`src/hw/hdrv_pkg.sv`:
```
// package of register map, field positions, reset values and timing for the haptic driver core
package hdrv_pkg;
   // register byte offsets reached through the two-wire serial port
   localparam logic [7:0] HDRV_ADDR_STATUS = 8'h00;
   localparam logic [7:0] HDRV_ADDR_MODE   = 8'h01;
   localparam logic [7:0] HDRV_ADDR_CTRL   = 8'h02;
   localparam logic [7:0] HDRV_ADDR_RTP    = 8'h03;
   localparam logic [7:0] HDRV_ADDR_LEVEL  = 8'h04;
   localparam logic [7:0] HDRV_ADDR_RESON  = 8'h05;
   // field positions
   localparam int HDRV_MODE_SRC_LSB   = 0;
   localparam int HDRV_MODE_EDGE_BIT  = 2;
   localparam int HDRV_MODE_OPEN_BIT  = 3;
   localparam int HDRV_CTRL_GO_BIT    = 0;
   localparam int HDRV_CTRL_CAL_BIT   = 1;
   localparam int HDRV_CTRL_LIB_BIT   = 2;
   // playback sources in the mode field
   localparam logic [1:0] HDRV_SRC_RTP = 2'h0;
   localparam logic [1:0] HDRV_SRC_ROM = 2'h1;
   // values after reset
   localparam logic [7:0] HDRV_MODE_RESET  = 8'h00;
   localparam logic [7:0] HDRV_RTP_RESET   = 8'h00;
   localparam logic [7:0] HDRV_LEVEL_RESET = 8'h80;
   localparam logic [6:0] HDRV_DEV_ADDR    = 7'h48;  // arbitrary bus address
   // timing at the 250 MHz core clock
   localparam int HDRV_CLK_MHZ          = 250;
   localparam int HDRV_POWERUP_WAIT_MS  = 1;
   localparam int HDRV_POWERUP_CYCLES   = HDRV_POWERUP_WAIT_MS * 1000 * HDRV_CLK_MHZ;
   localparam int HDRV_STARTUP_US       = 500;
   localparam int HDRV_STARTUP_CYCLES   = HDRV_STARTUP_US * HDRV_CLK_MHZ;
   localparam int HDRV_EFFECT_US        = 1000;
   localparam int HDRV_EFFECT_CYCLES    = HDRV_EFFECT_US * HDRV_CLK_MHZ;
   localparam int HDRV_CAL_CYCLES       = 1024;
   localparam int HDRV_OL_HALF_CYCLES   = 1024;
   // serial port states, one-hot
   typedef enum logic [8:0] {
      HDRV_I_IDLE = 9'h001,
      HDRV_I_ADDR = 9'h002,
      HDRV_I_AACK = 9'h004,
      HDRV_I_REG  = 9'h008,
      HDRV_I_RACK = 9'h010,
      HDRV_I_WDAT = 9'h020,
      HDRV_I_WACK = 9'h040,
      HDRV_I_RDAT = 9'h080,
      HDRV_I_MACK = 9'h100
   } hdrv_i2c_state_type;
endpackage : hdrv_pkg

```
`src/hw/hdrv_core.sv`:
```
// haptic driver core: serial register port, bring-up gating, trigger playback, resonance tracking
// Functional notes
// - The resonance tracker locks after half a drive cycle and then follows back-EMF every half cycle.
// - Resonance tracking needs no calibration and is untouched by the level calibration.
// - Pin-only playback works with separate pins, both pins on one line, or both tied high.
// - If the supply is not good when the startup time ends, lockout is flagged and nothing plays.
// - A trigger-pin edge or level starts the loaded effect with no serial traffic.
// - With the trigger pin grounded, effects fired over the serial port work normally.
// - After reset the device is closed loop, real-time playback, level-sensitive trigger.
// - When playback ends the device returns to standby by itself.
`timescale 1ns/10ps
module hdrv_core #(
   parameter int         POWERUP_CYCLES = hdrv_pkg::HDRV_POWERUP_CYCLES,
   parameter int         STARTUP_CYCLES = hdrv_pkg::HDRV_STARTUP_CYCLES,
   parameter int         EFFECT_CYCLES  = hdrv_pkg::HDRV_EFFECT_CYCLES,
   parameter logic [6:0] DEV_ADDR       = hdrv_pkg::HDRV_DEV_ADDR
)(
   input  wire logic       core_clk_i,
   input  wire logic       sys_rst_i,
   input  wire logic       clk_en_i,
   input  wire logic       shutdown_release_pin_i,
   input  wire logic       trigger_interrupt_pin_i,
   input  wire logic       supply_good_i,
   input  wire logic       bemf_sign_i,
   input  wire logic       scl_i,
   input  wire logic       sda_i,
   output logic            sda_o,
   output logic            sda_oe_o,
   output logic            drive_phase_o,
   output logic [7:0]      drive_amp_o,
   output logic            playing_o,
   output logic            standby_o,
   output logic            undervoltage_lockout_o
);
   import hdrv_pkg::*;
   localparam int CW = 20;

   logic [1:0] scl_sy, sda_sy, trig_sy, shdn_sy, sup_sy, bemf_sy;
   logic       scl_p, sda_p, trig_p, bemf_p;
   logic [CW-1:0] pw_cnt_reg, st_cnt_reg, eff_cnt_reg;
   logic       ready_reg, st_done_reg, undervoltage_lockout_reg;
   hdrv_i2c_state_type i_st_reg;
   logic [7:0] sh_reg, rd_reg, ptr_reg, wr_addr_reg, wr_data_reg;
   logic [3:0] bit_reg;
   logic       rw_reg, wr_stb_reg, oe_reg;
   logic [7:0] mode_reg, rtp_reg, level_reg;
   logic       lib_reg, cal_busy_reg, calibrated_reg;
   logic [10:0] cal_cnt_reg;
   logic [7:0] cal_zc_reg;
   logic       play_reg, src_pin_reg, armed_reg, standby_reg;
   logic [15:0] half_cnt_reg, half_period_reg, ol_cnt_reg;
   logic       seen_reg, locked_reg, phase_reg;
   logic [7:0] amp_reg;

   // every asynchronous pin passes two flip-flops; only stage 1 is read
   always_ff @(posedge core_clk_i)
   begin
      if (sys_rst_i)
      begin
         {scl_sy, sda_sy, trig_sy, shdn_sy, sup_sy, bemf_sy} <= 12'h000;
         {scl_p, sda_p, trig_p, bemf_p} <= 4'h0;
      end
      else if (clk_en_i)
      begin
         scl_sy  <= {scl_sy[0], scl_i};
         sda_sy  <= {sda_sy[0], sda_i};
         trig_sy <= {trig_sy[0], trigger_interrupt_pin_i};
         shdn_sy <= {shdn_sy[0], shutdown_release_pin_i};
         sup_sy  <= {sup_sy[0], supply_good_i};
         bemf_sy <= {bemf_sy[0], bemf_sign_i};
         {scl_p, sda_p, trig_p, bemf_p} <= {scl_sy[1], sda_sy[1], trig_sy[1], bemf_sy[1]};
      end
   end

   logic scl_rise, scl_fall, i_start, i_stop, trig_rise, trig_fall, bemf_zc, en;
   assign scl_rise  = scl_sy[1] & ~scl_p;
   assign scl_fall  = ~scl_sy[1] & scl_p;
   assign i_start   = scl_sy[1] & scl_p & sda_p & ~sda_sy[1];
   assign i_stop    = scl_sy[1] & scl_p & ~sda_p & sda_sy[1];
   assign trig_rise = trig_sy[1] & ~trig_p;
   assign trig_fall = ~trig_sy[1] & trig_p;
   assign bemf_zc   = bemf_sy[1] ^ bemf_p;
   // playing needs release pin high, startup done and no lockout
   assign en = shdn_sy[1] & st_done_reg & ~undervoltage_lockout_reg;

   // power-up wait; the serial port stays deaf until it ends
   always_ff @(posedge core_clk_i)
   begin
      if (sys_rst_i)
      begin
         pw_cnt_reg <= '0;
         ready_reg  <= 1'b0;
      end
      else if (clk_en_i && !ready_reg)
      begin
         pw_cnt_reg <= pw_cnt_reg + 1'b1;
         ready_reg  <= (pw_cnt_reg == CW'(POWERUP_CYCLES - 1));
      end
   end

   // startup window; a supply still low at its end means a slow ramp
   always_ff @(posedge core_clk_i)
   begin
      if (sys_rst_i)
      begin
         st_cnt_reg  <= '0;
         st_done_reg <= 1'b0;
         undervoltage_lockout_reg    <= 1'b0;
      end
      else if (clk_en_i && !st_done_reg)
      begin
         st_cnt_reg <= st_cnt_reg + 1'b1;
         if (st_cnt_reg == CW'(STARTUP_CYCLES - 1))
         begin
            st_done_reg <= 1'b1;
            undervoltage_lockout_reg    <= ~sup_sy[1];
         end
      end
   end

   // register read view; unmapped offsets read zero
   function automatic logic [7:0] rd_mux(input logic [7:0] a);
      logic [7:0] v;
      v = 8'h00;
      unique case (a)
         HDRV_ADDR_STATUS: v = {2'h0, locked_reg, calibrated_reg, cal_busy_reg, undervoltage_lockout_reg,
                                standby_reg, play_reg};
         HDRV_ADDR_MODE:   v = mode_reg;
         HDRV_ADDR_CTRL:   v = {5'h00, lib_reg, cal_busy_reg, play_reg};
         HDRV_ADDR_RTP:    v = rtp_reg;
         HDRV_ADDR_LEVEL:  v = level_reg;
         HDRV_ADDR_RESON:  v = half_period_reg[15:8];
         default:          v = 8'h00;
      endcase
      return v;
   endfunction : rd_mux

   // serial slave; shifts on scl rise, moves on scl fall, pointer auto-increments
   always_ff @(posedge core_clk_i)
   begin
      if (sys_rst_i)
      begin
         i_st_reg <= HDRV_I_IDLE;
         {sh_reg, rd_reg, ptr_reg, wr_addr_reg, wr_data_reg} <= 40'h00_0000_0000;
         bit_reg <= 4'h0;
         rw_reg  <= 1'b0;
         wr_stb_reg <= 1'b0;
      end
      else if (clk_en_i)
      begin
         wr_stb_reg <= 1'b0;
         if (i_stop)
            i_st_reg <= HDRV_I_IDLE;
         else if (i_start)
         begin
            i_st_reg <= HDRV_I_ADDR;
            bit_reg  <= 4'h0;
         end
         else
         begin
            unique case (i_st_reg)
               HDRV_I_IDLE: ;
               HDRV_I_ADDR, HDRV_I_REG, HDRV_I_WDAT:
               begin
                  if (scl_rise)
                  begin
                     sh_reg  <= {sh_reg[6:0], sda_sy[1]};
                     bit_reg <= bit_reg + 4'h1;
                  end
                  else if (scl_fall && bit_reg == 4'h8)
                  begin
                     bit_reg <= 4'h0;
                     if (i_st_reg == HDRV_I_ADDR)
                     begin
                        rw_reg <= sh_reg[0];
                        // no acknowledge before the wait ends
                        i_st_reg <= (ready_reg && sh_reg[7:1] == DEV_ADDR) ?
                                    HDRV_I_AACK : HDRV_I_IDLE;
                     end
                     else if (i_st_reg == HDRV_I_REG)
                     begin
                        ptr_reg  <= sh_reg;
                        i_st_reg <= HDRV_I_RACK;
                     end
                     else
                     begin
                        wr_addr_reg <= ptr_reg;
                        wr_data_reg <= sh_reg;
                        wr_stb_reg  <= 1'b1;
                        i_st_reg    <= HDRV_I_WACK;
                     end
                  end
               end
               HDRV_I_AACK:
                  if (scl_fall)
                  begin
                     rd_reg   <= rd_mux(ptr_reg);
                     i_st_reg <= rw_reg ? HDRV_I_RDAT : HDRV_I_REG;
                  end
               HDRV_I_RACK:
                  if (scl_fall)
                     i_st_reg <= HDRV_I_WDAT;
               HDRV_I_WACK:
                  if (scl_fall)
                  begin
                     ptr_reg  <= ptr_reg + 8'h01;
                     i_st_reg <= HDRV_I_WDAT;
                  end
               HDRV_I_RDAT:
                  if (scl_rise)
                     bit_reg <= bit_reg + 4'h1;
                  else if (scl_fall)
                  begin
                     if (bit_reg == 4'h8)
                     begin
                        bit_reg  <= 4'h0;
                        i_st_reg <= HDRV_I_MACK;
                     end
                     else
                        rd_reg <= {rd_reg[6:0], 1'b0};
                  end
               HDRV_I_MACK:
                  if (scl_rise)
                     rw_reg <= ~sda_sy[1];  // master ack keeps reading
                  else if (scl_fall)
                  begin
                     ptr_reg  <= ptr_reg + 8'h01;
                     rd_reg   <= rd_mux(ptr_reg + 8'h01);
                     i_st_reg <= rw_reg ? HDRV_I_RDAT : HDRV_I_IDLE;
                  end
               default: i_st_reg <= HDRV_I_IDLE;
            endcase
         end
      end
   end

   // open-drain data line: enable pulls low, registered to change while scl is low
   always_ff @(posedge core_clk_i)
   begin
      if (sys_rst_i)
         oe_reg <= 1'b0;
      else if (clk_en_i)
         oe_reg <= (i_st_reg == HDRV_I_AACK) || (i_st_reg == HDRV_I_RACK) ||
                   (i_st_reg == HDRV_I_WACK) || (i_st_reg == HDRV_I_RDAT && !rd_reg[7]);
   end

   logic mode_wr, ctrl_wr, pin_start, start, stop, rom, edge_mode;
   assign mode_wr   = wr_stb_reg && wr_addr_reg == HDRV_ADDR_MODE;
   assign ctrl_wr   = wr_stb_reg && wr_addr_reg == HDRV_ADDR_CTRL;
   assign rom       = mode_reg[HDRV_MODE_SRC_LSB +: 2] == HDRV_SRC_ROM;
   assign edge_mode = mode_reg[HDRV_MODE_EDGE_BIT];
   // level mode plays once per high level, so a pin tied high plays once
   assign pin_start = edge_mode ? trig_rise : (trig_sy[1] & armed_reg);
   assign start = en && !play_reg && !cal_busy_reg &&
                  ((ctrl_wr && wr_data_reg[HDRV_CTRL_GO_BIT]) || pin_start);
   assign stop  = play_reg && (!en || (ctrl_wr && !wr_data_reg[HDRV_CTRL_GO_BIT]) ||
                  (src_pin_reg && !edge_mode && trig_fall) || (edge_mode && trig_rise) ||
                  (rom && eff_cnt_reg == CW'(EFFECT_CYCLES - 1)));

   // configuration registers written by the host
   always_ff @(posedge core_clk_i)
   begin
      if (sys_rst_i)
      begin
         mode_reg <= HDRV_MODE_RESET;
         rtp_reg  <= HDRV_RTP_RESET;
         lib_reg  <= 1'b0;
      end
      else if (clk_en_i)
      begin
         if (mode_wr)
            mode_reg <= wr_data_reg;
         if (wr_stb_reg && wr_addr_reg == HDRV_ADDR_RTP)
            rtp_reg <= wr_data_reg;
         if (ctrl_wr)
            lib_reg <= wr_data_reg[HDRV_CTRL_LIB_BIT];
      end
   end

   // playback and standby; a grounded trigger never blocks serial go
   always_ff @(posedge core_clk_i)
   begin
      if (sys_rst_i)
      begin
         play_reg    <= 1'b0;
         src_pin_reg <= 1'b0;
         armed_reg   <= 1'b1;
         standby_reg <= 1'b1;
         eff_cnt_reg <= '0;
      end
      else if (clk_en_i)
      begin
         eff_cnt_reg <= play_reg ? eff_cnt_reg + 1'b1 : '0;
         if (!trig_sy[1])
            armed_reg <= 1'b1;
         if (stop)
         begin
            play_reg    <= 1'b0;
            standby_reg <= 1'b1;
         end
         else if (start)
         begin
            play_reg    <= 1'b1;
            standby_reg <= 1'b0;
            src_pin_reg <= pin_start && !(ctrl_wr && wr_data_reg[HDRV_CTRL_GO_BIT]);
            armed_reg   <= 1'b0;
         end
         else if (mode_wr)
            standby_reg <= 1'b0;
      end
   end

   // level calibration counts back-EMF crossings; it never touches the tracker
   always_ff @(posedge core_clk_i)
   begin
      if (sys_rst_i)
      begin
         level_reg      <= HDRV_LEVEL_RESET;
         cal_busy_reg   <= 1'b0;
         calibrated_reg <= 1'b0;
         cal_cnt_reg    <= 11'h000;
         cal_zc_reg     <= 8'h00;
      end
      else if (clk_en_i)
      begin
         if (cal_busy_reg)
         begin
            cal_cnt_reg <= cal_cnt_reg + 11'h001;
            if (bemf_zc && cal_zc_reg != 8'hff)
               cal_zc_reg <= cal_zc_reg + 8'h01;
            if (cal_cnt_reg == 11'(HDRV_CAL_CYCLES - 1))
            begin
               cal_busy_reg   <= 1'b0;
               calibrated_reg <= 1'b1;
               level_reg      <= cal_zc_reg;
            end
         end
         else if (ctrl_wr && wr_data_reg[HDRV_CTRL_CAL_BIT] && en && !play_reg)
         begin
            cal_busy_reg <= 1'b1;
            cal_cnt_reg  <= 11'h000;
            cal_zc_reg   <= 8'h00;
         end
         else if (wr_stb_reg && wr_addr_reg == HDRV_ADDR_LEVEL)
         begin
            level_reg      <= wr_data_reg;  // restored earlier result
            calibrated_reg <= 1'b1;
         end
      end
   end

   // resonance tracker: lock on the second crossing, then refresh every half cycle
   always_ff @(posedge core_clk_i)
   begin
      if (sys_rst_i)
      begin
         {half_cnt_reg, half_period_reg, ol_cnt_reg} <= 48'h0000_0000_0000;
         {seen_reg, locked_reg, phase_reg} <= 3'h0;
         amp_reg <= 8'h00;
      end
      else if (clk_en_i)
      begin
         amp_reg <= play_reg ? (rom ? level_reg : rtp_reg) : 8'h00;
         if (!play_reg)
         begin
            {half_cnt_reg, ol_cnt_reg} <= 32'h0000_0000;
            {seen_reg, locked_reg} <= 2'h0;
         end
         else
         begin
            half_cnt_reg <= (half_cnt_reg == 16'hffff) ? half_cnt_reg : half_cnt_reg + 16'h0001;
            ol_cnt_reg   <= ol_cnt_reg + 16'h0001;
            if (bemf_zc)
            begin
               half_cnt_reg <= 16'h0000;
               seen_reg     <= 1'b1;
               if (seen_reg)
               begin
                  half_period_reg <= half_cnt_reg + 16'h0001;
                  locked_reg      <= 1'b1;
               end
            end
            // open loop runs a fixed half period, closed loop follows back-EMF
            if (mode_reg[HDRV_MODE_OPEN_BIT])
            begin
               if (ol_cnt_reg == 16'(HDRV_OL_HALF_CYCLES - 1))
               begin
                  ol_cnt_reg <= 16'h0000;
                  phase_reg  <= ~phase_reg;
               end
            end
            else if (bemf_zc)
               phase_reg <= ~phase_reg;
         end
      end
   end

   assign sda_o                  = 1'b0;
   assign sda_oe_o               = oe_reg;
   assign drive_phase_o          = phase_reg;
   assign drive_amp_o            = amp_reg;
   assign playing_o              = play_reg;
   assign standby_o              = standby_reg;
   assign undervoltage_lockout_o = undervoltage_lockout_reg;

   // checks
   property p_reset_state;
      @(posedge core_clk_i) $fell(sys_rst_i) |-> mode_reg == 8'h00 && standby_reg && !play_reg;
   endproperty
   a_reset_state: assert property (p_reset_state) else $error("bad state after reset");
   property p_lock;
      @(posedge core_clk_i) disable iff (sys_rst_i)
      clk_en_i && play_reg && !stop && seen_reg && bemf_zc |=> locked_reg &&
      half_period_reg == $past(half_cnt_reg) + 16'h0001;
   endproperty
   a_lock: assert property (p_lock) else $error("tracker did not lock");
   property p_cal_indep;
      @(posedge core_clk_i) disable iff (sys_rst_i)
      cal_busy_reg && !play_reg ##1 cal_busy_reg |-> $stable(half_period_reg);
   endproperty
   a_cal_indep: assert property (p_cal_indep) else $error("calibration moved tracker");
   property p_pin_start;
      @(posedge core_clk_i) disable iff (sys_rst_i)
      clk_en_i && en && !play_reg && !cal_busy_reg && !edge_mode && trig_sy[1] && armed_reg
      |=> play_reg && !standby_reg;
   endproperty
   a_pin_start: assert property (p_pin_start) else $error("pin did not start");
   property p_undervoltage_lockout_block;
      @(posedge core_clk_i) disable iff (sys_rst_i) undervoltage_lockout_reg |-> !play_reg && !start;
   endproperty
   a_undervoltage_lockout_block: assert property (p_undervoltage_lockout_block) else $error("played under lockout");
   property p_undervoltage_lockout_set;
      @(posedge core_clk_i) disable iff (sys_rst_i)
      clk_en_i && !st_done_reg && st_cnt_reg == CW'(STARTUP_CYCLES - 1) && !sup_sy[1]
      |=> undervoltage_lockout_reg ##1 undervoltage_lockout_reg;
   endproperty
   a_undervoltage_lockout_set: assert property (p_undervoltage_lockout_set) else $error("lockout not flagged");
   property p_go_trig_low;
      @(posedge core_clk_i) disable iff (sys_rst_i)
      clk_en_i && !trig_sy[1] && start |=> play_reg ##1 (play_reg || $past(stop));
   endproperty
   a_go_trig_low: assert property (p_go_trig_low) else $error("grounded trigger broke go");
   property p_standby_end;
      @(posedge core_clk_i) disable iff (sys_rst_i) $fell(play_reg) |-> standby_reg && standby_o;
   endproperty
   a_standby_end: assert property (p_standby_end) else $error("no standby after play");
   property p_early_write;
      @(posedge core_clk_i) disable iff (sys_rst_i) wr_stb_reg |-> ready_reg;
   endproperty
   a_early_write: assert property (p_early_write) else $error("write before wait");
   property p_tied_high;
      @(posedge core_clk_i) disable iff (sys_rst_i)
      $rose(en) && trig_sy[1] && armed_reg && !edge_mode && !cal_busy_reg && clk_en_i
      |=> play_reg;
   endproperty
   a_tied_high: assert property (p_tied_high) else $error("tied pins did not play");
   c_pin_play: cover property (@(posedge core_clk_i) disable iff (sys_rst_i) $rose(play_reg) && src_pin_reg);
   c_go_play: cover property (@(posedge core_clk_i) disable iff (sys_rst_i) $rose(play_reg) && !src_pin_reg);
   c_locked: cover property (@(posedge core_clk_i) disable iff (sys_rst_i) $rose(locked_reg));
   c_cal_done: cover property (@(posedge core_clk_i) disable iff (sys_rst_i) $fell(cal_busy_reg));
endmodule : hdrv_core

```
`config.mk`:
```
export PLATFORM = sky130hd
export DESIGN_NAME = hdrv_core
export DESIGN_NICKNAME = d
export VERILOG_FILES = /design/src/hw/hdrv_pkg.sv /design/src/hw/hdrv_core.sv
export SDC_FILE = /design/constraint.sdc
export NUM_CORES = 1
export LEC_CHECK = 0
export BUFFER_PORTS_ARGS = -buffer_cell sky130_fd_sc_hd__buf_4
export CORE_UTILIZATION = 60
export CTS_BUF_LIST = sky130_fd_sc_hd__clkbuf_8
export DETAILED_ROUTE_END_ITERATION = 6
export MAX_ROUTING_LAYER = met4
export PLACE_DENSITY = 0.78
export SKIP_LAST_GASP = 1
export SYNTH_ARGS = -nofsm -noshare
export SYNTH_HDL_FRONTEND = slang
export SYNTH_SLANG_ARGS = --single-unit
```
`constraint.sdc`:
```
create_clock -name core_clk_i -period 3.4 [get_ports core_clk_i]
set_clock_uncertainty 0.1 [all_clocks]
set_input_delay 1.02 -clock core_clk_i [delete_from_list [all_inputs] [get_ports core_clk_i]]
set_output_delay 1.02 -clock core_clk_i [all_outputs]
set_load 0.05 [all_outputs]
```
Word level (Yosys, flattened, before mapping)
Index checks and enable logic that the tools add are counted.
{"block": "totals", "regBits": 244, "in_bits": 9, "out_inout_bits": 14, "elab_cells": 317}
{"block": "classes", "addsub": 9, "n_eq_ne": 65, "muxes": 94, "bitwise": 28, "reduce_logical": 76}
{"op": "$mux W8", "count": 23}
{"op": "$mux W9", "count": 11}
{"op": "$mux W16", "count": 6}
{"op": "$pmux W8 S6", "count": 2}
{"op": "$add A20 B1 Y20 const B", "count": 3}
{"op": "$pmux W9 S6", "count": 1}
{"op": "$eq A8 B2 Y1 const B", "count": 6}
{"op": "$pmux W8 S3", "count": 2}
{"op": "$ne A4 B4 Y1 const B", "count": 11}
{"op": "$eq A20 B18 Y1 const B", "count": 2}
{"op": "$eq A8 B3 Y1 const B", "count": 5}
{"op": "$mux W1", "count": 35}
{"op": "$add A16 B1 Y16 const B", "count": 2}
{"op": "$ne A2 B2 Y1 const B", "count": 13}
{"op": "$eq A8 B1 Y1 const B", "count": 3}
{"op": "$logic_and A1 B1 Y1", "count": 24}
{"op": "$mux W4", "count": 6}
{"op": "$mux W11", "count": 2}
{"op": "$eq A20 B17 Y1 const B", "count": 1}
{"op": "$mux W20", "count": 1}
{"op": "$reduce_and A2 Y1", "count": 9}
{"op": "$add A8 B1 Y8 const B", "count": 2}
{"op": "$eq A16 B10 Y1 const B", "count": 1}
{"op": "$eq A16 B16 Y1 const B", "count": 1}
{"op": "other kinds (41)", "count": 100}

Logic depth before layout (Yosys ltp)
Gate-level depths: netlist of the first run.
{"block": "depth", "word_depth": 10, "depth_mapped": 10, "ltp_nobuf": 8}

Least setup slack after synthesis of the first run
OpenSTA, ideal clock, no wires.
{"block": "synth_path", "path_kind": "in2reg", "startpoint": "in clk_en_i", "endpoint": "reg ptr_reg[0]", "setup_time_ns": 0.070, "t_arrival_ns": 2.551, "required_ns": 3.230, "path_slack_ns": 0.678, "path_stages": 7, "n_path_buf": 1, "cell_sequence": "inv_1 -> clkbuf_1 -> a21oi_1 -> nand2_1 -> a2111o_1 -> or3_1 -> a21oi_1"}
{"block": "synth_between", "elab_chain_cells": 1}
{"element": "start, declared", "line_no": "hdrv_core.sv:20", "text": "input wire logic clk_en_i,"}
{"element": "$reduce_and A9 Y1 (no source line)"}
{"element": "end signal, assigned", "line_no": "hdrv_core.sv:182", "text": "ptr_reg <= sh_reg;"}
{"element": "end signal, assigned", "line_no": "hdrv_core.sv:206", "text": "ptr_reg <= ptr_reg + 8'h01;"}
{"element": "end signal, assigned", "line_no": "hdrv_core.sv:227", "text": "ptr_reg <= ptr_reg + 8'h01;"}
{"element": "end, declared", "line_no": "hdrv_core.sv:43", "text": "logic [7:0] sh_reg, rd_reg, ptr_reg, wr_addr_reg, wr_data_reg;"}
Every way passes these cells.
A chain may end at the register's enable or synchronous reset.

Worst setup path after layout of the first run
{"block": "layout_path", "startpoint": "reg i_st_reg[2]", "endpoint": "reg bit_reg[1]"}
{"block": "layout_between", "elab_chain_cells": 4, "word_cells_on_any_way": 12, "classes_between": "eq/ne: 7; mux: 2; reduce/logical: 3"}
{"element": "start, declared", "line_no": "hdrv_core.sv:42", "text": "hdrv_i2c_state_type i_st_reg;"}
{"element": "start signal, assigned", "line_no": "hdrv_core.sv:177", "text": "i_st_reg <= (ready_reg && sh_reg[7:1] == DEV_ADDR) ?"}
{"element": "start signal, assigned", "line_no": "hdrv_core.sv:198", "text": "i_st_reg <= rw_reg ? HDRV_I_RDAT : HDRV_I_REG;"}
{"element": "start signal, assigned", "line_no": "hdrv_core.sv:229", "text": "i_st_reg <= rw_reg ? HDRV_I_RDAT : HDRV_I_IDLE;"}
{"element": "$eq A9 B2 Y1 (tied with other cells)", "line_no": "hdrv_core.sv:161", "text": "unique case (i_st_reg)"}
{"element": "$reduce_or A3 Y1", "line_no": "hdrv_core.sv:161"}
{"element": "$ne A4 B4 Y1 (no source line) (tied with other cells)"}
{"element": "$reduce_and A6 Y1 (no source line) or $mux W4 (tied branches)"}
{"element": "end signal, assigned", "line_no": "hdrv_core.sv:168", "text": "bit_reg <= bit_reg + 4'h1;"}
{"element": "end signal, assigned", "line_no": "hdrv_core.sv:211", "text": "bit_reg <= bit_reg + 4'h1;"}
{"element": "end, declared", "line_no": "hdrv_core.sv:44", "text": "logic [3:0] bit_reg;"}
Parallel ways exist; a longest one is shown, timed or not.

==> results.toml, run 1 <==
[setup_path]
worstSetupStartpointType = "flip-flop"
arrival_ns = 3.14
slowest_delay_ns = 0.55
ff2ff_setup_slack_ns = 0.59
required_ns = 3.73
r2r-end = "bit_reg[1]$_SDFFE_PP0P_"
crit_start = "i_st_reg[2]$_SDFFE_PP0P_"
cp_slowest_cell = "a211oi_1"
critPathKind = "reg2reg"
reg2regPathDepth = 6
critPathCaptureType = "flip-flop"
timing.rr.start = "i_st_reg[2]$_SDFFE_PP0P_"
critPathMaxFanout = 9
cp-endpoint = "bit_reg[1]$_SDFFE_PP0P_"
cp_cell_sequence = "nor4_4 -> nand4b_1 -> o21ai_0 -> a31oi_1 -> a211oi_1 -> mux2_2"

[clock_tree]
cts_setup_buffers = 0
clock_sinks = 236
h-tree-depth = 2
cts_resized = 0
cts_hold_buf = 0
clock_path_buffers = 3
cts-root-buf = "clkbuf_8"
clk_latency_ns = 0.56
tritoncts = "done"
clkTransAtPathRegs_ns = 0.06
numCtsBuffers = 41

[synth]
synth-xor-area-share_pct = 5.83
synthFlopType = "dfxtp_1"
yosysMostFrequentCell = "nor2_1"
syn_area_per_cell_um2 = 8.25
syn_inst = 1438
synthTopCellsByArea = "dfxtp_1 (40%), nor2_1 (8.1%), mux2i_1 (5.6%)"
yosys.area_share.adder_pct = 1.79
syn-num-nets = 1464
syn-cell-area_mm2 = 0.0119
netlist.area_leader.share_pct = 39.8
synth_edf_count = 0
yosys.area_share.simple_pct = 26.8
synth_cell_types = 76
yosys-top-cells-count = "nor2_1 (255), dfxtp_1 (236), nand2_1 (102)"
synth_compound_area_share_pct = 15.3
synth_top_family_by_area = "simple AND/OR/NAND/NOR gates"
synthMuxAreaShare_pct = 6.42
synth_warnings = 0
ys_async_sr_fraction_pct = 0
synth_seq_cells = 236
ys_seq_area_share_pct = 39.8
yosys.area.top_type = "dfxtp_1"

[drt]
vias = 10492
first_pass_iters = 6
antenna_left = 0
drc = 0
drt-initial-drc-count = 904
wl_mm = 28.5
via_per_inst = 6.05
wire_per_inst_um = 16.4

[cells_and_area]
final.fill_count = 1646
syn2layout_area_growth_pct = 10.2
layout-drive-gt1-share_pct = 9.67
num_antenna_cells = 0
fin_nets = 1467

[floorplan]
die_width_um = 143
die_h_um = 143
io_pins = 23
initial_utilization_pct = 61.2
rows = 51
core_area_mm2 = 0.0194
die_area_mm2 = 0.0203

[placement]
hpwl_mm = 19.1
gp_congestion = 0.976
io_buffer_count = 21

[power]
pwr-share-clk_pct = 47.0
p_switching_mw = 1.28
ir_drop_v = 0.000287
p_leak_nw = 4.84
seqPwrFrac_pct = 49.7
cell_internal_pwr_mw = 4.38
p_per_area_mw_per_mm2 = 432
power_mw = 5.65
pwr-share-comb_pct = 3.3
swShare_pct = 22.6

[sta]
hold_violations = 0
final_max_slew_viol_count = 0
max_freq_ghz = 0.356
maxSlewHeadroom_pct = 52.5
rsz0062_at_grt = "no"
finalSetupViolCount = 0
finalCriticalPeriod_ns = 2.81
fin_setup_tns_ns = 0
period_share_pct = 82.6
tightestPinTransition_ns = 0.712

[hold_path]
hp-class = "reg2reg"

[global_route]
grt_pass1_vias = 9590
grt_pass1_wl_mm = 47.0
gr-total-overflow = 0
grt_max_degree = 114
antenna_found_initial = 0
grt_use_total_pct = 29.1

[status]
outcome = "finished, final reports clean"

[job]
maxCapViolCount = 0
-- cell type report --
type	instances	area [um^2]	share of cell area, %
clock buffer	56	771	5.89
clock inverter	14	83.8	0.641
inverter	31	116	0.890
multi-input combinational	1082	6670	51.0
sequential	236	4720	36.1
tap	265	332	2.54
timing repair buffer	49	384	2.94
-- cell usage in the layout (no fill, tap or decap), drive strengths merged, types with 16 or more instances in the layout --
cell type	netlist	final
nor4	30	30
dfxtp	236	236
nor3	39	39
nor2	256	256
nand2	102	102
xnor2	22	22
nand3	51	51
a211oi	36	36
inv	30	41
a21oi	78	78
ha	17	17
mux2i	66	66
buf	19	49
a22oi	16	16
and3	22	22
clkbuf	70	56
nand4	31	31
xor2	57	57
o21ai	43	43
-- critical path: cells and delay by family (launching register included) --
kind            cells  cell delay, ns
compound gates      3            0.98
flops               1            0.37
mux                 1            0.40
simple gates        2            0.85
-- logic make-up after synthesis --
family / Yosys count
compound gates: 268
xor+xnor: 79
fa+ha+maj: 17
buf+inv: 120
flops: 236
mux: 75
other cells: 1
simple gates: 642
-- power groups by stage --
stage	Clock (mW)	Sequential, mW	Combinational (mW)
finish	2.66	2.81	0.187
CTS	2.70	2.81	0.187
floorplan	0	2.86	0.134
global placement	0	2.87	0.181
global route	2.84	2.81	0.204
detailed placement	0	2.87	0.186
-- routing by layer --
| layer | vias up | track usage (%) | part of all wire, % |
|---|---|---|---|
| met5 | - | - | 0 |
| met1 | 4910 | 38.2 | 45 |
| met2 | 351 | 44.8 | 45 |
| met3 | 67 | 4.59 | 6.6 |
| met4 | 0 | 11.8 | 2.9 |
| li1 | 5164 | - | - |
-- per-stage QoR --
step	instance area, um^2	worst slack, ns	util, %	hold slack, ns	std cells
2_1_floorplan	11900	0.678	-	0.312	1438
3_3_place_gp	12200	0.418	63.0	0.345	1663
3_5_place_dp	12200	0.374	63.0	0.352	1663
4_1_cts	13100	0.618	67.4	0.365	1733
5_1_grt	13100	0.387	67.4	0.388	1733
6_report	13100	0.590	67.4	0.350	1733
-- worst min path at each step --
stage,depth (start not counted),from,to,slack (ns)
global placement,1,sup_sy[1]$_SDFFE_PP0P_,undervoltage_lockout_o$_SDFFE_PP0P_,0.34
finish,1,sup_sy[1]$_SDFFE_PP0P_,undervoltage_lockout_o$_SDFFE_PP0P_,0.35
detailed placement,1,sup_sy[1]$_SDFFE_PP0P_,undervoltage_lockout_o$_SDFFE_PP0P_,0.35
CTS,1,sup_sy[1]$_SDFFE_PP0P_,undervoltage_lockout_o$_SDFFE_PP0P_,0.36
global route,1,sup_sy[1]$_SDFFE_PP0P_,undervoltage_lockout_o$_SDFFE_PP0P_,0.39
floorplan,1,sup_sy[1]$_SDFFE_PP0P_,undervoltage_lockout_o$_SDFFE_PP0P_,0.31
No activity file was read; power rests on OpenSTA's default activity.
==> run 2, diff against run 1 <==
Settings changed: ABC_AREA set to 1.
Clock period 3.4 ns to 2.7 ns, I/O delays scaled along.
==> run 2 against run 1 <==
Setup slack got worse by 0.31 ns. Sequential share of layout area is 1.5 points lower. Cell count is 25% higher. Critical path type unchanged. Highest routed layer unchanged.
==> results.toml, run 2 <==
[synth]
netlist.area_leader.share_pct = 38.5
ys_seq_area_share_pct = 38.5
synthFlopType = "dfxtp_1"
syn_area_per_cell_um2 = 6.71
syn-num-nets = 1853
syn-cell-area_mm2 = 0.0123
synth_seq_cells = 236
synth_cell_types = 53
yosys-top-cells-count = "nand2_1 (343), dfxtp_1 (236), inv_1 (214)"
synth_warnings = 0
ys_async_sr_fraction_pct = 0
yosys.area.top_type = "dfxtp_1"
syn_inst = 1827
synthTopCellsByArea = "dfxtp_1 (39%), nand2_1 (10%), a21oi_1 (7.5%)"
yosysMostFrequentCell = "nand2_1"
synth_edf_count = 0

[setup_path]
timing.rr.start = "ptr_reg[1]$_SDFFE_PP0P_"
crit_family = "simple AND/OR/NAND/NOR gates"
crit_start = "ptr_reg[1]$_SDFFE_PP0P_"
critPathCaptureType = "flip-flop"
required_ns = 3.08
critPathMaxFanout = 7
critPathKind = "reg2reg"
slowest_delay_ns = 0.47
cp_cell_sequence = "ha_1 -> inv_1 -> nand2_1 -> nand2_1 -> inv_1 -> nand3_1 -> nor2_1 -> nand2_1 -> o21ai_1 -> inv_1 -> nand2_1 -> nand2_1 -> a21oi_1"
crit_top_cell = "nand2_1"
cp_slowest_cell = "dfxtp_1"
arrival_ns = 2.80
worstSetupStartpointType = "flip-flop"
cp.buffers_inverters = 3

[sta]
final_max_slew_viol_count = 0
period_share_pct = 89.5
hold_violations = 0
rsz0062_at_grt = "no"
setup_ws_ns = 0.282
fin_setup_tns_ns = 0
maxSlewHeadroom_pct = 28.9
max_freq_ghz = 0.414
finalCriticalPeriod_ns = 2.42
tightestPinTransition_ns = 1.06
finalSetupViolCount = 0
hold_slack_ns = 0.357

[global_route]
grt_max_degree = 57
grt_pass1_wl_mm = 53.6
antenna_found_initial = 0
busiest_layer = "met2"
grt_use_total_pct = 31.3
gr-usage-met3_pct = 5.28
grt_pass1_vias = 11152
gr-total-overflow = 0
use_met1_pct = 41.7
grtUsageMet2_pct = 48.6

[cells_and_area]
syn2layout_area_growth_pct = 11.3
num_antenna_cells = 0
stdcell_area_mm2 = 0.0137
layout_commonest_cell = "nand2_1"
layout_common_cells = "nand2_1 (343), dfxtp_1 (236), inv_1 (225)"
final.fill_count = 1747
finalNonFillerCells = 2164
fin_util_pct = 69.0
layout-drive-gt1-share_pct = 9.37
register_area_mm2 = 0.00472
fin_nets = 1892
multiInputGateArea_mm2 = 0.00643

[drt]
wl_mm = 31.8
drt-initial-drc-count = 853
wire_per_inst_um = 14.7
drc = 0
antenna_left = 0
via_per_inst = 5.57
first_pass_iters = 5
vias = 12064

[hold_path]
hp-class = "reg2reg"
worstHoldStart = "half_cnt_reg[3]$_SDFFE_PP0P_"

[floorplan]
core_area_mm2 = 0.0198
initial_utilization_pct = 62.0
rows = 51
io_pins = 23
die_h_um = 145
die_area_mm2 = 0.0210
die_width_um = 145

[power]
p_leak_nw = 5.31
ir_drop_v = 0.000360
power_mw = 8.42
p_per_area_mw_per_mm2 = 617

[job]
maxCapViolCount = 0

[clock_tree]
tritoncts = "done"
cts-root-buf = "clkbuf_8"
clock_path_buffers = 3
cts_resized = 0
clock_sinks = 236
cts_hold_buf = 0
h-tree-depth = 2
clkTransAtPathRegs_ns = 0.06
cts_setup_buffers = 0
clk_latency_ns = 0.56
numCtsBuffers = 42

[placement]
dpl-instance-area_mm2 = 0.0128
gp_congestion = 0.941
io_buffer_count = 21
pre_cts_ws_ns = 0.208
dp_cells = 2087
hpwl_mm = 22.5

[status]
outcome = "finished, final reports clean"
-- run 2: layer usage --
| layer | routed length, um | share of wire, % |
|---|---|---|
| met5 | 0 | 0 |
| met4 | 662 | 2.1 |
| met1 | 14600 | 46 |
| met3 | 2400 | 7.5 |
| met2 | 14200 | 45 |
-- run 2: worst register-to-register path, cell delays in order (launching register included) --
cell     delay (ns)
dfxtp_1        0.47
ha_1           0.25
inv_1          0.08
nand2_1        0.07
nand2_1        0.08
inv_1          0.08
nand3_1        0.14
nor2_1         0.30
nand2_1        0.24
o21ai_1        0.22
inv_1          0.07
nand2_1        0.09
nand2_1        0.06
a21oi_1        0.11
-- run 2: logic make-up (layout without fill, tap and decap cells) --
group / count (synthesis) / after routing / synth area share [%]
muxes: 1 / 1 / 0.0816
buffers and inverters: 282 / 354 / 9.10
other: 1 / 1 / 0.0306
adders and majority gates: 17 / 17 / 1.73
DFF: 236 / 236 / 38.5
xor gates and xnor gates: 26 / 26 / 1.86
and+or+nand+nor: 850 / 850 / 30.9
AOI/OAI and AO/OA: 414 / 414 / 17.8
-- run 2: layout make-up --
cell class	count	area share, %
flip-flops and latches	236	34.6
well taps	265	2.43
multi-input cells	1309	47.1
clock inverters	21	0.907
inverters	222	6.11
repair buffers	55	3.21
clock buffers	56	5.65
-- run 2: worst paths after layout --
path,endpoint,slack (ns),cells after the start
setup reg to reg,rd_reg[1]$_SDFFE_PP0P_,0.28,13
setup / recovery,rd_reg[1]$_SDFFE_PP0P_,0.28,13
hold reg to reg,half_cnt_reg[3]$_SDFFE_PP0P_,0.36,1
hold / removal,half_cnt_reg[3]$_SDFFE_PP0P_,0.36,1
-- run 2: where the power goes --
part	internal [mW]	switching [mW]	total, mW
clock network	1.96	1.54	3.50
logic	0.388	0.871	1.26
registers	3.58	0.0903	3.67
==> run 3, diff against run 2 <==
Settings changed: REMOVE_ABC_BUFFERS set to 1.
==> run 3 against run 2 <==
The run now ends with design-rule violations left. Critical endpoint is now rd_reg[5]$_SDFFE_PP0P_. Total power fell by 1.4%. Largest power group unchanged. Combinational power barely moved. Worst hold slack got worse by 0.0060 ns. Design area fell by 0.17%.
==> results.toml, run 3 (same netlist as run 2, synthesis figures left out) <==
[status]
outcome = "finished with violations"
violations = "design-rule violations"

[sta]
period_share_pct = 90.0
finalCriticalPeriod_ns = 2.43
hold_violations = 0
maxSlewHeadroom_pct = 34.9
rsz0062_at_grt = "no"
finalSetupViolCount = 0
final_max_slew_viol_count = 0
max_freq_ghz = 0.412
tightestPinTransition_ns = 0.969

[placement]
gp_congestion = 0.989
hpwl_mm = 22.5
io_buffer_count = 21
dp_cells = 2089
dpl-instance-area_mm2 = 0.0128

[clock_tree]
cts_resized = 0
cts_setup_buffers = 0
h-tree-depth = 2
clkTransAtPathRegs_ns = 0.06
cts-root-buf = "clkbuf_8"
tritoncts = "done"
clock_sinks = 236
numCtsBuffers = 41
clk_latency_ns = 0.56
clock_path_buffers = 3
cts_hold_buf = 0

[global_route]
use_met1_pct = 41.1
grt_max_degree = 92
gr-total-overflow = 0
gr-usage-met3_pct = 4.69
grt_pass1_wl_mm = 53.4
grt_use_total_pct = 31.3
grt_pass1_vias = 11110
antenna_found_initial = 0
grtUsageMet2_pct = 49.6
busiest_layer = "met2"

[hold_path]
hold_end = "half_cnt_reg[3]$_SDFFE_PP0P_"
worstHoldStart = "half_cnt_reg[3]$_SDFFE_PP0P_"
min_delay_path_depth = 1
hp-class = "reg2reg"

[drt]
vias = 11996
antenna_left = 0
wire_per_inst_um = 14.7
first_pass_iters = 7
drt-initial-drc-count = 830
drc = 1
wl_mm = 31.8
via_per_inst = 5.55

[setup_path]
slowest_delay_ns = 0.46
critPathCaptureType = "flip-flop"
reg2regPathDepth = 13
critPathKind = "reg2reg"
ff2ff_setup_slack_ns = 0.27
critPathMaxFanout = 7
cp_cell_sequence = "ha_1 -> inv_1 -> nand2_1 -> nand2_1 -> inv_1 -> nand3_1 -> nor2_1 -> nand2_1 -> o21ai_1 -> inv_1 -> nand2_1 -> nand2_1 -> a21oi_1"
r2r-end = "rd_reg[5]$_SDFFE_PP0P_"
cp_slowest_cell = "dfxtp_1"
arrival_ns = 2.81
required_ns = 3.08
worstSetupStartpointType = "flip-flop"
timing.rr.start = "ptr_reg[1]$_SDFFE_PP0P_"
crit_top_cell = "nand2_1"

[cells_and_area]
register_area_mm2 = 0.00472
layout-drive-gt1-share_pct = 9.60
multiInputGateArea_mm2 = 0.00643
finalNonFillerCells = 2161
fin_nets = 1893
fin_util_pct = 68.9
layout_commonest_cell = "nand2_1"
layout_common_cells = "nand2_1 (343), dfxtp_1 (236), inv_1 (218)"
num_antenna_cells = 0
syn2layout_area_growth_pct = 11.1
final.fill_count = 1788
stdcell_area_mm2 = 0.0136

[power]
cell_internal_pwr_mw = 5.82
p_switching_mw = 2.48
pwr-share-comb_pct = 15.2
swShare_pct = 29.9
seqPwrFrac_pct = 44.2
pwr-share-clk_pct = 40.5
p_leak_nw = 5.29
ir_drop_v = 0.000522
p_per_area_mw_per_mm2 = 609

[floorplan]
die_h_um = 145
rows = 51
initial_utilization_pct = 62.0
die_area_mm2 = 0.0210
die_width_um = 145
core_area_mm2 = 0.0198
io_pins = 23

[job]
maxCapViolCount = 0
==> run 3: routing by layer <==
| metal | part of all wire (%) | wire [um] |
|---|---|---|
| met4 | 2.2 | 710 |
| met1 | 46 | 14500 |
| met3 | 6.8 | 2150 |
| met2 | 45 | 14400 |
| met5 | 0 | 0 |
==> run 3: worst max-delay path, delay by kind of cell (launching register included) <==
family                     cells  cell delay (ns)
and+or+nand+nor                7             1.03
DFF                            1             0.46
AOI/OAI and AO/OA              2             0.35
adders and majority gates      1             0.24
buffers and inverters          3             0.19
==> run 3: cell type report <==
class	instances	area share, %
well taps	265	2.43
inverters	222	6.12
clock inverters	20	1.03
clock buffers	52	5.25
repair buffers	57	3.32
flip-flops and latches	236	34.7
multi-input cells	1309	47.2
==> run 3: how the worst max path moves through the flow <==
stage                       startpoint                     endpoint  depth (start not counted)
2_1_floorplan                sys_rst_i  pw_cnt_reg[11]$_SDFFE_PP0P_                          3
3_3_place_gp                  clk_en_i  st_cnt_reg[18]$_SDFFE_PP0P_                         12
3_5_place_dp                  clk_en_i  st_cnt_reg[18]$_SDFFE_PP0P_                         12
4_1_cts        ptr_reg[1]$_SDFFE_PP0P_       rd_reg[5]$_SDFFE_PP0P_                         13
5_1_grt        ptr_reg[1]$_SDFFE_PP0P_       rd_reg[5]$_SDFFE_PP0P_                         13
6_report       ptr_reg[1]$_SDFFE_PP0P_       rd_reg[5]$_SDFFE_PP0P_                         13
==> run 3: through the flow <==
step / TNS, ns / worst slack, ns / hold slack (ns) / total power, mW
3_3_place_gp: 0 / 0.188 / 0.338 / 4.97
6_report: 0 / 0.270 / 0.351 / 8.30
4_1_cts: 0 / 0.286 / 0.355 / 8.35
2_1_floorplan: -3.01 / -0.0820 / 0.322 / 4.57
5_1_grt: 0 / 0.0762 / 0.370 / 8.71
3_5_place_dp: 0 / 0.128 / 0.345 / 4.98
==> run 3: power groups by stage <==
| stage | Combinational [mW] | Clock [mW] | Sequential, mW |
|---|---|---|---|
| 6_report | 1.27 | 3.37 | 3.67 |
| 3_5_place_dp | 1.24 | 0 | 3.75 |
| 2_1_floorplan | 0.843 | 0 | 3.73 |
| 3_3_place_gp | 1.23 | 0 | 3.74 |
| 5_1_grt | 1.41 | 3.61 | 3.68 |
| 4_1_cts | 1.25 | 3.44 | 3.67 |
